### config.mk
export PLATFORM = sky130hd
export DESIGN_NAME = isrp_top
export DESIGN_NICKNAME = d
export VERILOG_FILES = /design/src/isrp_pkg.sv /design/src/isrp_top.sv
export VERILOG_INCLUDE_DIRS = /design/src
export SDC_FILE = /design/constraint.sdc
export NUM_CORES = 1
export LEC_CHECK = 0
export BUFFER_PORTS_ARGS = -buffer_cell sky130_fd_sc_hd__buf_4
export CORE_MARGIN = 1
export CORE_UTILIZATION = 45
export CTS_BUF_LIST = sky130_fd_sc_hd__clkbuf_8
export CTS_CLUSTER_SIZE = 12
export DETAILED_ROUTE_END_ITERATION = 10
export PLACE_DENSITY = 0.69
export RECOVER_POWER = 100
export REMOVE_ABC_BUFFERS = 1
export SKIP_LAST_GASP = 1
export SLEW_MARGIN = 15
export SYNTH_ARGS = -nofsm -noshare
export SYNTH_HDL_FRONTEND = slang
export SYNTH_SLANG_ARGS = --single-unit
### constraint.sdc
create_clock -name CLK -period 5.2 [get_ports CLK]
set_clock_uncertainty 0.05 [all_clocks]
set_input_delay 0.52 -clock CLK [delete_from_list [all_inputs] [get_ports CLK]]
set_output_delay 0.52 -clock CLK [all_outputs]
set_load 0.005 [all_outputs]
### src/isrp_defines.svh
`ifndef ISRP_DEFINES_SVH
`define ISRP_DEFINES_SVH
// ==========================================
// slave address and register offsets
`define ISRP_DEV_ADDR  7'h43
`define ISRP_A_SIL_VER 8'h00
`define ISRP_A_PART_ID 8'h01
`define ISRP_A_CS_CTL  8'h05
`define ISRP_A_CS_DIVA 8'h06
`define ISRP_A_CS_DIVB 8'h07
`define ISRP_A_EDGE    8'h0d
`define ISRP_A_ERR     8'h0f
`define ISRP_A_SRST    8'h10
`define ISRP_A_PLAY    8'h13
`define ISRP_A_SILENCE 8'h14
`define ISRP_A_AUXREF  8'h16
`define ISRP_A_LOCK    8'h40
`define ISRP_A_AUXC_L  8'h41
`define ISRP_A_AUXC_H  8'h42
`define ISRP_A_HDR_H   8'h43
`define ISRP_A_HDR_M   8'h44
`define ISRP_A_HDR_L   8'h45
`define ISRP_A_LGA     8'h46
`define ISRP_A_LGB     8'h47
`define ISRP_A_RGA     8'h48
`define ISRP_A_RGB     8'h49
`define ISRP_A_SDIV    8'h54
`define ISRP_A_OFMT    8'h55
`define ISRP_A_XOVER   8'h56
`define ISRP_A_AUXD0   8'h59
`define ISRP_A_AUXD1   8'h5a
`define ISRP_A_AUXD2   8'h5b
`define ISRP_A_AUXD3   8'h5c
`define ISRP_A_AUXD4   8'h5d
`define ISRP_A_OCLKF   8'h61
`define ISRP_A_CONVCLK 8'h63
`define ISRP_A_FRAC_L  8'h64
`define ISRP_A_FRAC_H  8'h65
`define ISRP_A_FCNT_L  8'h67
`define ISRP_A_FCNT_M  8'h68
`define ISRP_A_FCNT_H  8'h69
`define ISRP_A_RATE    8'h6a
`define ISRP_A_FWREV   8'h71
`define ISRP_A_RUN     8'h72
`define ISRP_A_HSC_L   8'h77
`define ISRP_A_HSC_H   8'h78
`define ISRP_A_LSC_L   8'h79
`define ISRP_A_LSC_H   8'h7a
`define ISRP_A_HSBST   8'h7b
`define ISRP_A_LSBST   8'h7c
`define ISRP_A_SHATT   8'h7d
// ==========================================
// reset values, and the index of the last bit of a byte
`define ISRP_R_ZERO    8'h00
`define ISRP_R_CS_CTL  8'h21
`define ISRP_R_CS_DIVA 8'h0c
`define ISRP_R_EDGE    8'h04
`define ISRP_R_PLAY    8'h01
`define ISRP_R_GAIN_B  8'hff
`define ISRP_R_SDIV    8'h01
`define ISRP_R_OFMT    8'h21
`define ISRP_R_OCLKF   8'h0f
`define ISRP_R_FRAC_L  8'hc8
`define ISRP_R_FRAC_H  8'h59
`define ISRP_LAST_BIT  3'h7
`endif

### src/isrp_pkg.sv
package isrp_pkg;
`include "isrp_defines.svh"
  typedef enum logic [2:0] {S_IDLE, S_RX, S_RXDONE, S_ACK, S_TX, S_MACK, S_IGNORE} isrp_st_t;
  typedef enum logic [1:0] {K_SEL, K_SUB, K_DATA} isrp_kind_t;
  typedef struct packed {
    logic [7:0] cs_ctl, cs_diva, cs_divb, edge_sel;
    logic [7:0] play_en, silence, aux_refr;
    logic [7:0] lgain_a, lgain_b, rgain_a, rgain_b;
    logic [7:0] sclk_div, out_fmt, xover, oclk_f, conv_clk;
    logic [7:0] frac_l, frac_h, dec_run;
    logic [7:0] hs_cl, hs_ch, ls_cl, ls_ch, hs_boost, ls_boost, shelf_att;
  } isrp_ctrl_t;
  typedef struct packed {
    logic [7:0] sil_ver, err_stat, lock, auxc_l, auxc_h;
    logic [7:0] hdr_h, hdr_m, hdr_l;
    logic [7:0] auxd0, auxd1, auxd2, auxd3, auxd4;
    logic [7:0] fcnt_l, fcnt_m, fcnt_h, rate, fw_rev;
  } isrp_stat_t;
  typedef struct packed {
    logic       valid;
    logic [7:0] addr;
    logic [7:0] data;
  } isrp_wr_t;
  typedef struct packed {
    logic [2:0] scl_p;
    logic [2:0] sda_p;
    isrp_st_t   st;
    isrp_kind_t kind;
    logic [2:0] cnt;
    logic [7:0] sh;
    logic [7:0] tx;
    logic [7:0] ptr;
    logic       rd;
    logic       oe;
    logic       sda_o;
    logic       soft_rst;
    isrp_wr_t   wr;
    isrp_ctrl_t ctrl;
  } isrp_state_t;
  localparam isrp_ctrl_t ISRP_CTRL_RST = '{
    cs_ctl: `ISRP_R_CS_CTL, cs_diva: `ISRP_R_CS_DIVA, edge_sel: `ISRP_R_EDGE,
    play_en: `ISRP_R_PLAY, lgain_b: `ISRP_R_GAIN_B, rgain_b: `ISRP_R_GAIN_B,
    sclk_div: `ISRP_R_SDIV, out_fmt: `ISRP_R_OFMT, oclk_f: `ISRP_R_OCLKF,
    frac_l: `ISRP_R_FRAC_L, frac_h: `ISRP_R_FRAC_H, default: `ISRP_R_ZERO};
endpackage : isrp_pkg

### src/isrp_top.sv
`timescale 1ns/1ns
// What this block does
// - sda changes while scl high are start or stop, never data
// - sda falling with scl high is a start; restarts byte reception
// - sda rising with scl high is a stop; ends the transfer
// - after eight bits transmitter releases sda; receiver pulls low on ninth
// - device samples sda on scl rising edge when receiving
// - select byte msb first, upper seven bits are address 1000011
// - select byte lsb one means read, zero means write
// - device acknowledges select byte only when address matches
// - byte after write select loads register address, acknowledged
// - single data byte is acknowledged and stored, then master stops
// - multibyte write stores successive bytes at successive addresses until stop
// - byte address counter increments after each byte written or read
// - read select returns register at counter address
// - master ack continues with next address; nack then stop ends
// - sequential read follows current or random address read alike
// - all registers 8 bits, accessed as whole bytes only
// - registers take listed reset values; unlisted ones reset to zero
module isrp_top
  import isrp_pkg::*;
#(
  parameter int         DEV_ADDR = `ISRP_DEV_ADDR,
  // arbitrary value, not a real part code
  parameter logic [7:0] PART_ID  = 8'h5a
) (
  input  wire logic                 CLK,
  input  wire logic                 NRST,
  input  wire logic                 SCL_I,
  input  wire logic                 SDA_I,
  output logic                      SDA_O,
  output logic                      SDA_OE,
  input  wire isrp_pkg::isrp_stat_t STAT,
  output isrp_pkg::isrp_ctrl_t      CTRL,
  output isrp_pkg::isrp_wr_t        WR,
  output logic                      SOFT_RST_P
);
  import isrp_pkg::*;

  if (DEV_ADDR < 0 || DEV_ADDR > 127) begin : g_chk
    $error("DEV_ADDR must fit in seven bits");
  end

  localparam logic [6:0] MY_ADDR = DEV_ADDR[6:0];
  localparam isrp_wr_t WR_RST = '{valid: 1'b0, addr: `ISRP_R_ZERO, data: `ISRP_R_ZERO};
  // sync chains reset high so no false edge appears at release
  localparam isrp_state_t ST_RST = '{
    scl_p: 3'h7, sda_p: 3'h7, st: S_IDLE, kind: K_SEL, cnt: 3'h0,
    sh: `ISRP_R_ZERO, tx: `ISRP_R_ZERO, ptr: `ISRP_R_ZERO, rd: 1'b0,
    oe: 1'b0, sda_o: 1'b0, soft_rst: 1'b0, wr: WR_RST, ctrl: ISRP_CTRL_RST};

  isrp_state_t q;
  isrp_state_t d;
  logic        scl2;
  logic        scl3;
  logic        sda2;
  logic        sda3;
  logic        scl_r;
  logic        scl_f;
  logic        start;
  logic        stop;

  // ==========================================
  // register read and write decode
  // whole bytes only
  function automatic logic [7:0] rd_val(input logic [7:0] a, input isrp_ctrl_t c,
                                        input isrp_stat_t s);
    logic [7:0] v;
    v = `ISRP_R_ZERO;
    case (a)
      `ISRP_A_SIL_VER: v = s.sil_ver;
      `ISRP_A_PART_ID: v = PART_ID;
      `ISRP_A_CS_CTL:  v = c.cs_ctl;
      `ISRP_A_CS_DIVA: v = c.cs_diva;
      `ISRP_A_CS_DIVB: v = c.cs_divb;
      `ISRP_A_EDGE:    v = c.edge_sel;
      `ISRP_A_ERR:     v = s.err_stat;
      `ISRP_A_PLAY:    v = c.play_en;
      `ISRP_A_SILENCE: v = c.silence;
      `ISRP_A_AUXREF:  v = c.aux_refr;
      `ISRP_A_LOCK:    v = s.lock;
      `ISRP_A_AUXC_L:  v = s.auxc_l;
      `ISRP_A_AUXC_H:  v = s.auxc_h;
      `ISRP_A_HDR_H:   v = s.hdr_h;
      `ISRP_A_HDR_M:   v = s.hdr_m;
      `ISRP_A_HDR_L:   v = s.hdr_l;
      `ISRP_A_LGA:     v = c.lgain_a;
      `ISRP_A_LGB:     v = c.lgain_b;
      `ISRP_A_RGA:     v = c.rgain_a;
      `ISRP_A_RGB:     v = c.rgain_b;
      `ISRP_A_SDIV:    v = c.sclk_div;
      `ISRP_A_OFMT:    v = c.out_fmt;
      `ISRP_A_XOVER:   v = c.xover;
      `ISRP_A_AUXD0:   v = s.auxd0;
      `ISRP_A_AUXD1:   v = s.auxd1;
      `ISRP_A_AUXD2:   v = s.auxd2;
      `ISRP_A_AUXD3:   v = s.auxd3;
      `ISRP_A_AUXD4:   v = s.auxd4;
      `ISRP_A_OCLKF:   v = c.oclk_f;
      `ISRP_A_CONVCLK: v = c.conv_clk;
      `ISRP_A_FRAC_L:  v = c.frac_l;
      `ISRP_A_FRAC_H:  v = c.frac_h;
      `ISRP_A_FCNT_L:  v = s.fcnt_l;
      `ISRP_A_FCNT_M:  v = s.fcnt_m;
      `ISRP_A_FCNT_H:  v = s.fcnt_h;
      `ISRP_A_RATE:    v = s.rate;
      `ISRP_A_FWREV:   v = s.fw_rev;
      `ISRP_A_RUN:     v = c.dec_run;
      `ISRP_A_HSC_L:   v = c.hs_cl;
      `ISRP_A_HSC_H:   v = c.hs_ch;
      `ISRP_A_LSC_L:   v = c.ls_cl;
      `ISRP_A_LSC_H:   v = c.ls_ch;
      `ISRP_A_HSBST:   v = c.hs_boost;
      `ISRP_A_LSBST:   v = c.ls_boost;
      `ISRP_A_SHATT:   v = c.shelf_att;
      default:         v = `ISRP_R_ZERO;
    endcase
    return v;
  endfunction

  function automatic isrp_ctrl_t wr_ctrl(input isrp_ctrl_t c, input logic [7:0] a,
                                         input logic [7:0] v);
    isrp_ctrl_t n;
    n = c;
    case (a)
      `ISRP_A_CS_CTL:  n.cs_ctl    = v;
      `ISRP_A_CS_DIVA: n.cs_diva   = v;
      `ISRP_A_CS_DIVB: n.cs_divb   = v;
      `ISRP_A_EDGE:    n.edge_sel  = v;
      `ISRP_A_PLAY:    n.play_en   = v;
      `ISRP_A_SILENCE: n.silence   = v;
      `ISRP_A_AUXREF:  n.aux_refr  = v;
      `ISRP_A_LGA:     n.lgain_a   = v;
      `ISRP_A_LGB:     n.lgain_b   = v;
      `ISRP_A_RGA:     n.rgain_a   = v;
      `ISRP_A_RGB:     n.rgain_b   = v;
      `ISRP_A_SDIV:    n.sclk_div  = v;
      `ISRP_A_OFMT:    n.out_fmt   = v;
      `ISRP_A_XOVER:   n.xover     = v;
      `ISRP_A_OCLKF:   n.oclk_f    = v;
      `ISRP_A_CONVCLK: n.conv_clk  = v;
      `ISRP_A_FRAC_L:  n.frac_l    = v;
      `ISRP_A_FRAC_H:  n.frac_h    = v;
      `ISRP_A_RUN:     n.dec_run   = v;
      `ISRP_A_HSC_L:   n.hs_cl     = v;
      `ISRP_A_HSC_H:   n.hs_ch     = v;
      `ISRP_A_LSC_L:   n.ls_cl     = v;
      `ISRP_A_LSC_H:   n.ls_ch     = v;
      `ISRP_A_HSBST:   n.hs_boost  = v;
      `ISRP_A_LSBST:   n.ls_boost  = v;
      `ISRP_A_SHATT:   n.shelf_att = v;
      // soft reset drops the command registers back to idle
      `ISRP_A_SRST: begin
        n.dec_run  = `ISRP_R_ZERO;
        n.aux_refr = `ISRP_R_ZERO;
      end
      default:         n = c;
    endcase
    return n;
  endfunction

  // ==========================================
  // pin sampling and bus conditions
  // stage 0 feeds only stage 1; edges compare stages 1 and 2
  assign scl2  = q.scl_p[1];
  assign scl3  = q.scl_p[2];
  assign sda2  = q.sda_p[1];
  assign sda3  = q.sda_p[2];
  assign scl_r = scl2 & ~scl3;
  assign scl_f = ~scl2 & scl3;
  // sda moving under high scl is a condition
  assign start = scl2 & scl3 & sda3 & ~sda2;
  assign stop  = scl2 & scl3 & ~sda3 & sda2;

  // ==========================================
  // protocol engine
  always_comb begin
    d          = q;
    d.scl_p    = {q.scl_p[1:0], SCL_I};
    d.sda_p    = {q.sda_p[1:0], SDA_I};
    d.wr.valid = 1'b0;
    d.soft_rst = 1'b0;
    unique case (q.st)
      S_IDLE, S_IGNORE: begin
        d.oe = 1'b0;
      end
      S_RX: begin
        if (scl_r) begin
          d.sh  = {q.sh[6:0], sda2};
          d.cnt = q.cnt + 3'h1;
          if (q.cnt == `ISRP_LAST_BIT) begin
            d.st = S_RXDONE;
          end
        end
      end
      S_RXDONE: begin
        // ack driven from the fall after bit eight
        if (scl_f) begin
          unique case (q.kind)
            K_SEL: begin
              if (q.sh[7:1] == MY_ADDR) begin
                d.oe = 1'b1;
                d.st = S_ACK;
                d.rd = q.sh[0];
                if (q.sh[0]) begin
                  d.tx  = rd_val(q.ptr, q.ctrl, STAT);
                  d.ptr = q.ptr + 8'h01;
                end else begin
                  d.kind = K_SUB;
                end
              end else begin
                d.st = S_IGNORE;
              end
            end
            K_SUB: begin
              d.ptr  = q.sh;
              d.kind = K_DATA;
              d.oe   = 1'b1;
              d.st   = S_ACK;
            end
            K_DATA: begin
              d.ctrl    = wr_ctrl(q.ctrl, q.ptr, q.sh);
              d.wr      = '{valid: 1'b1, addr: q.ptr, data: q.sh};
              d.soft_rst = (q.ptr == `ISRP_A_SRST);
              d.ptr     = q.ptr + 8'h01;
              d.oe      = 1'b1;
              d.st      = S_ACK;
            end
            default: begin
              d.st = S_IGNORE;
            end
          endcase
        end
      end
      S_ACK: begin
        if (scl_f) begin
          d.cnt = 3'h0;
          if (q.rd) begin
            d.oe = ~q.tx[7];
            d.st = S_TX;
          end else begin
            d.oe = 1'b0;
            d.st = S_RX;
          end
        end
      end
      S_TX: begin
        if (scl_f) begin
          if (q.cnt == `ISRP_LAST_BIT) begin
            d.oe  = 1'b0;
            d.cnt = 3'h0;
            d.st  = S_MACK;
          end else begin
            d.cnt = q.cnt + 3'h1;
            d.tx  = {q.tx[6:0], 1'b0};
            d.oe  = ~q.tx[6];
          end
        end
      end
      S_MACK: begin
        if (scl_r) begin
          if (!sda2) begin
            // same path for both read entries
            d.tx  = rd_val(q.ptr, q.ctrl, STAT);
            d.ptr = q.ptr + 8'h01;
            d.st  = S_ACK;
          end else begin
            d.st = S_IGNORE;
          end
        end
      end
      default: begin
        d.st = S_IDLE;
      end
    endcase
    if (start) begin
      d.st   = S_RX;
      d.kind = K_SEL;
      d.cnt  = 3'h0;
      d.oe   = 1'b0;
      d.rd   = 1'b0;
    end else if (stop) begin
      d.st = S_IDLE;
      d.oe = 1'b0;
    end
  end

  always_ff @(posedge CLK or negedge NRST) begin
    if (!NRST) begin
      q <= ST_RST;
    end else begin
      q <= d;
    end
  end

  assign SDA_O      = q.sda_o;
  assign SDA_OE     = q.oe;
  assign CTRL       = q.ctrl;
  assign WR         = q.wr;
  assign SOFT_RST_P = q.soft_rst;
endmodule // isrp_top

==> metrics.yaml, run 1 <==
clock_power_share: 0.435
h-tree-depth: 2
crit_top_cell: "clkbuf_1"
syn_to_final_growth_pct: 15.61
ys_seq_elements: 266
rr_startpoint: "q[231]$_DFFE_PN0P_"
fmax_ghz: 0.2130
avgSynthCellArea_um2: 10.69
violations: "max-capacitance violations, max-slew violations"
cts-root-buf: "clkbuf_8"
slew_headroom: -0.7799
synth_compound_area_frac: 0.1427
synth_cell_type_count: 80
r2r_slack_ps: 510
synthArstFlopShare: 1.000
critPathMaxStageDelay_ps: 840
internal_power_w: 0.003521
pin_count: 376
layout_commonest_cell: "dfrtp_1"
syn-instance-count: 1476
setup_viol: 0
hold_violations: 0
endpoint_kind: "register"
routedWlPerCell_um: 31.22
worstSetupPathType: "reg -> reg"
clock_latency_ps: 590
synth_top_family_by_area: "multiplexers"
synth_fa_ha_area_frac: 0.007933
ant_nets: 0
combinationalPowerShare: 0.121
ys_warn_count: 0
run_status: "finished with violations"
track_usage: 0.3632
vias: 13470
dr.first_iter.drc_count: 1634
syn_area_um2: 15770
power_leakage_nw: 8.615
dp_hpwl_um: 47700
numClockSinks: 266
port_buffers: 374
cap_violations: 9
drive_above_1_share: 0.4269
worst_hold_slack_ps: 312.5
die_y_um: 189.2
rsz0062_at_grt: "no"
timing.setup.tns_ps: 0
path_delay_family: "simple AND/OR/NAND/NOR gates"
min_from: "d[265]$_DFF_PN1_"
critical_path_buf_inv_count: 2
place_congestion: 1.003
core_um2: 34540
grt_overflow: 0
synth.yosys.seq_area_share: 0.4254
grt_start_max_net_pins: 116
crit_path_start_kind: "register"
cp_data_required_time_ps: 5560
holdPathEnd: "d[266]$_DFF_PN1_"
dieWidth_um: 189.2
nNetsFinal: 1767
post-route-period-util: 0.9029
fp-row-count: 68
die_area_um2: 35800
clk_path_buf_depth: 3
peakVddDrop_mv: 0.2358
numCtsBuffers: 48
timing.rr.end: "q[244]$_DFFE_PN0P_"
fin_area_um2: 18230
antenna_found_initial: 1
postCtsSetupRepairBufs: 0
power_density_nw_per_um2: 275.0
clk_pin_slew_worst_paths_ps: 70
n_antenna_cell: 0
post-route-min-period_ps: 4695
slew_viol_final: 192
synth-xor-area-share: 0.0005553
cp.arrival_ps: 5060
synth-edff-count: 0
crit_chain: "clkbuf_1 -> and3b_1 -> clkbuf_1 -> a221o_1 -> o31ai_1 -> nand4_1 -> nor4_1 -> o221ai_1"
seq_power_share: 0.444
cp_slowest_cell: "dfrtp_1"
firstDrtPassIters: 6
drt-total-wl_um: 65680
reg2reg_depth: 8
postPlaceCellArea_um2: 17360
synth_ff_type: "dfrtp_1"
grt_pass1_vias: 13130
synth-simple-area-share: 0.1284
cts_tree: "done"
grt_pass1_wl_um: 93740
viasPerCell: 6.404
initial_core_util: 0.4566
synth.area.mux_share: 0.1514
final_cell_mix: "dfrtp_1, buf_4, mux2_2"
tightest_slew_ps: 2670
holdPathStages: 0
hold_class: "reg -> reg"
critPathMaxFanout: 35
netSwitchingFraction: 0.2978
remaining_drc_errors: 0
power.switching_w: 0.001493
==> worst max-delay path by stage <==
stage                        from                   end  cells after the start
2_1_floorplan  q[232]$_DFFE_PN0P_  CTRL[92]$_DFFE_PN0P_                      3
3_3_place_gp   q[231]$_DFFE_PN0P_    q[243]$_DFFE_PN0P_                      8
3_5_place_dp   q[231]$_DFFE_PN0P_    q[243]$_DFFE_PN0P_                      8
4_1_cts        q[231]$_DFFE_PN0P_    q[243]$_DFFE_PN0P_                      8
5_1_grt        q[231]$_DFFE_PN0P_    q[244]$_DFFE_PN0P_                      8
6_report       q[231]$_DFFE_PN0P_    q[244]$_DFFE_PN0P_                      8
==> final cells by class <==
| cell class | count | area [um2] |
|---|---|---|
| timing repair buffer | 419 | 3082 |
| inverter | 21 | 78.83 |
| clock buffer | 60 | 825.8 |
| clock inverter | 30 | 235.2 |
| fill | 3228 | 16310 |
| tap | 455 | 569.3 |
| multi-input combinational | 853 | 6731 |
| sequential | 266 | 6711 |
==> repair_timing <==
| action | in CTS | in global routing |
|---|---|---|
| resized for setup | 0 | 0 |
| endpoints found under the setup margin | 0 | 0 |
| hold buffers | 3 | 0 |
| endpoints found under the hold margin | 86 | 0 |
==> synthesized netlist by cell type (11+ instances only) <==
cell	count	area, um2
buf_4	229	1719
dfrtp_1	224	5605
mux2_2	204	2297
nand2_1	77	289.0
clkbuf_1	71	266.5
a22oi_1	64	480.5
nand3_1	47	235.2
a21oi_1	42	210.2
dfstp_2	42	1104
a22o_1	41	359.1
and3_1	38	237.7
nor2_1	30	112.6
o21ai_0	28	140.1
buf_2	26	130.1
inv_1	19	71.32
nor3_4	16	260.3
nand4_1	14	87.58
nor3_1	14	70.07
a32oi_1	12	105.1
o22ai_1	11	68.82
==> per-layer routing <==
| metal | vias to the layer above | track usage | routed length, um |
|---|---|---|---|
| met5 | - | 0 | 0 |
| met4 | 0 | 0.1663 | 3551 |
| met3 | 218 | 0.08804 | 7162 |
| met2 | 1028 | 0.5544 | 29320 |
| met1 | 6728 | 0.4870 | 25650 |
| li1 | 5500 | - | - |
==> metrics by stage <==
stage	setup slack, ps	total power (W)	utilization	std cells
after floorplan	1830	0.002381	-	1140
after global placement	884.1	0.002844	0.5026	2011
after detailed placement	868.6	0.002852	0.5026	2011
after CTS	848.5	0.005011	0.5342	2104
after global routing	488.2	0.005112	0.5279	2104
final	505.1	0.005014	0.5279	2104
==> state kept, by name, summed over array words and instances (netlist names) <==
name and count:
CTRL 208, SDA_OE 1, WR 17, q 35, SOFT_RST_P 1, d 4
==> cells by family (layout without fill, tap and decap cells) <==
family,after synthesis,after routing
other,1,1
AOI/OAI and AO/OA,298,298
xor gates and xnor gates,1,1
adders and majority gates,10,10
buffers and inverters,357,530
DFF,266,266
and+or+nand+nor,330,330
muxes,213,213
==> power by group through the flow <==
stage	clock, W	sequential [W]	combinational (W)
after global placement	0	0.00225	0.000589
final	0.00218	0.00223	0.000607
after floorplan	0	0.00228	0.000101
after global routing	0.00227	0.00222	0.000618
after detailed placement	0	0.00226	0.000594
after CTS	0.00219	0.00222	0.000597
(Power assumes the default switching activity.)
==> run 2, diff against run 1 <==
CORE_MARGIN = 10   (was 1)
GPL_TIMING_DRIVEN = 0   (was default)
==> metrics.yaml, run 2 (same netlist as run 1, synthesis figures left out) <==
numCtsBuffers: 47  # was 48
dieWidth_um: 207.2  # was 189.2 um
routedWlPerCell_um: 32.67  # was 31.22 um
path_delay_family: "simple AND/OR/NAND/NOR gates"  # unchanged
final_cell_mix: "dfrtp_1, mux2_2, buf_4"  # was dfrtp_1, buf_4, mux2_2
antenna_found_initial: 2  # was 1
pin_count: 376  # unchanged
grt_pass1_vias: 13500  # was 13130
violations: "max-capacitance violations, max-slew violations"  # unchanged
fmax_ghz: 0.2232  # was 0.2130 GHz
cts_tree: "done"  # unchanged
endpoint_kind: "register"  # unchanged
run_status: "finished with violations"  # unchanged
power_w: 0.004737  # was 0.005014 W
grt_start_max_net_pins: 96  # was 116
crit_path_start_kind: "register"  # unchanged
hold_class: "reg -> reg"  # unchanged
numClockSinks: 266  # unchanged
ant_nets: 0  # unchanged
grt_pass1_wl_um: 97510  # was 93740 um
largest_reg_flops: 208  # unchanged
met3_length_um: 7899  # was 7162 um
crit_chain: "or4bb_1 -> nor3_1 -> mux2_2"  # was clkbuf_1 -> and3b_1 -> clkbuf_1 -> a221o_1 -> o31ai_1 -> nand4_1 -> nor4_1 -> o221ai_1
cp_data_required_time_ps: 5610  # was 5560 ps
hold_violations: 0  # unchanged
viasPerCell: 6.404  # about the same
rsz0062_at_grt: "no"  # unchanged
firstDrtPassIters: 7  # was 6
clock_latency_ps: 580  # was 590 ps
port_buffers: 374  # unchanged
track_usage: 0.3016  # was 0.3632
setup_viol: 0  # unchanged
nNetsFinal: 1752  # was 1767
cap_violations: 18  # was 9
critPathMaxFanout: 25  # was 35
routed.top_layer: "met4"  # unchanged
cp.arrival_ps: 4890  # was 5060 ps
fp-row-count: 68  # unchanged
post-route-min-period_ps: 4480  # was 4695 ps
fillers: 3361  # was 3228
postPlaceCellArea_um2: 17480  # was 17360 um2
cp_slowest_cell: "nor3_1"  # was dfrtp_1
slew_headroom: -0.7291  # was -0.7799
drive_above_1_share: 0.3452  # was 0.4269
critical_path_buf_inv_count: 0  # was 2
die_area_um2: 42940  # was 35800 um2
place_congestion: 0.9429  # was 1.003
stdcell_count: 2087  # was 2104
dp_hpwl_um: 49230  # was 47700 um
initial_core_util: 0.4566  # unchanged
dr.first_iter.drc_count: 1475  # was 1634
remaining_drc_errors: 0  # unchanged
cts-root-buf: "clkbuf_8"  # unchanged
fin_area_um2: 17660  # was 18230 um2
slew_viol_final: 270  # was 192
wl_met2_um: 30540  # was 29320 um
power_leakage_nw: 8.066  # was 8.615 nW
vias: 13370  # was 13470
h-tree-depth: 2  # unchanged
power_density_nw_per_um2: 268.3  # was 275.0 nW/um2
core_um2: 34540  # unchanged
cts_resized: 0  # unchanged
grt_overflow: 0  # unchanged
die_y_um: 207.2  # was 189.2 um
tightest_slew_ps: 2594  # was 2670 ps
worstSetupPathType: "reg -> reg"  # unchanged
drt-total-wl_um: 68170  # was 65680 um
clk_path_buf_depth: 3  # unchanged
place_inst: 1997  # was 2011
syn_to_final_growth_pct: 11.95  # was 15.61%
layout_commonest_cell: "dfrtp_1"  # unchanged
peakVddDrop_mv: 0.2452  # was 0.2358 mV
routedLengthMet1_um: 25940  # was 25650 um
clk_pin_slew_worst_paths_ps: 70  # about the same
critPathMaxStageDelay_ps: 1880  # was 840 ps
post-route-period-util: 0.8615  # was 0.9029
==> run 2: power by group <==
part | switching [W] | total, W | leakage, nW | internal, W
clock network | 0.000915 | 0.00191 | 0.562 | 0.000999
registers | 0.000264 | 0.00238 | 3.51 | 0.00211
logic | 0.000264 | 0.000447 | 4.00 | 0.000183
total | 0.00144 | 0.00474 | 8.07 | 0.00329
==> run 2: path summary, 6_finish.rpt <==
kind,startpoint,end,cells after the start,slack (ps)
worst min-delay path,d[265]$_DFF_PN1_,d[266]$_DFF_PN1_,0,310
worst max register to register,q[233]$_DFFE_PN0P_,CTRL[115]$_DFFE_PN0P_,3,720
min in group asynchronous,NRST,WR[6]$_DFFE_PN0P_,2,1250
worst max-delay path,q[233]$_DFFE_PN0P_,CTRL[115]$_DFFE_PN0P_,3,720
max in group asynchronous,NRST,q[249]$_DFFE_PN0P_,2,2150
worst min register to register,d[265]$_DFF_PN1_,d[266]$_DFF_PN1_,0,310
==> run 2: per-stage QoR <==
step	setup WS, ps	util	TNS, ps	hold slack, ps
2_1_floorplan	1830	-	0	174.4
4_1_cts	1091	0.5331	0	309.2
5_1_grt	646.6	0.5111	0	316.9
3_5_place_dp	1077	0.5059	0	299.0
6_report	720.3	0.5111	0	312.0
3_3_place_gp	-1673	0.4911	-22610	298.8
==> run 2: timing repair <==
item | in CTS | in global routing
setup buffers | 0 | 0
hold buffers | 3 | 0
endpoints found under the hold margin | 81 | 0
==> run 2: cell type report <==
class / instances / area (um2) / area share
sequential: 266 / 6720 / 0.3806
multi-input combinational: 853 / 6656 / 0.3770
inverter: 21 / 78.83 / 0.004465
timing repair buffer: 405 / 2721 / 0.1541
antenna: 1 / 2.502 / 0.0001417
clock inverter: 28 / 108.9 / 0.006165
tap: 455 / 569.3 / 0.03224
clock buffer: 58 / 798.3 / 0.04521
==> run 2: metal layers <==
metal,global-route usage,up-vias
li1,-,5465
met1,0.3703,6670
met2,0.4664,1003
met5,0,-
met3,0.1008,228
met4,0.1473,0
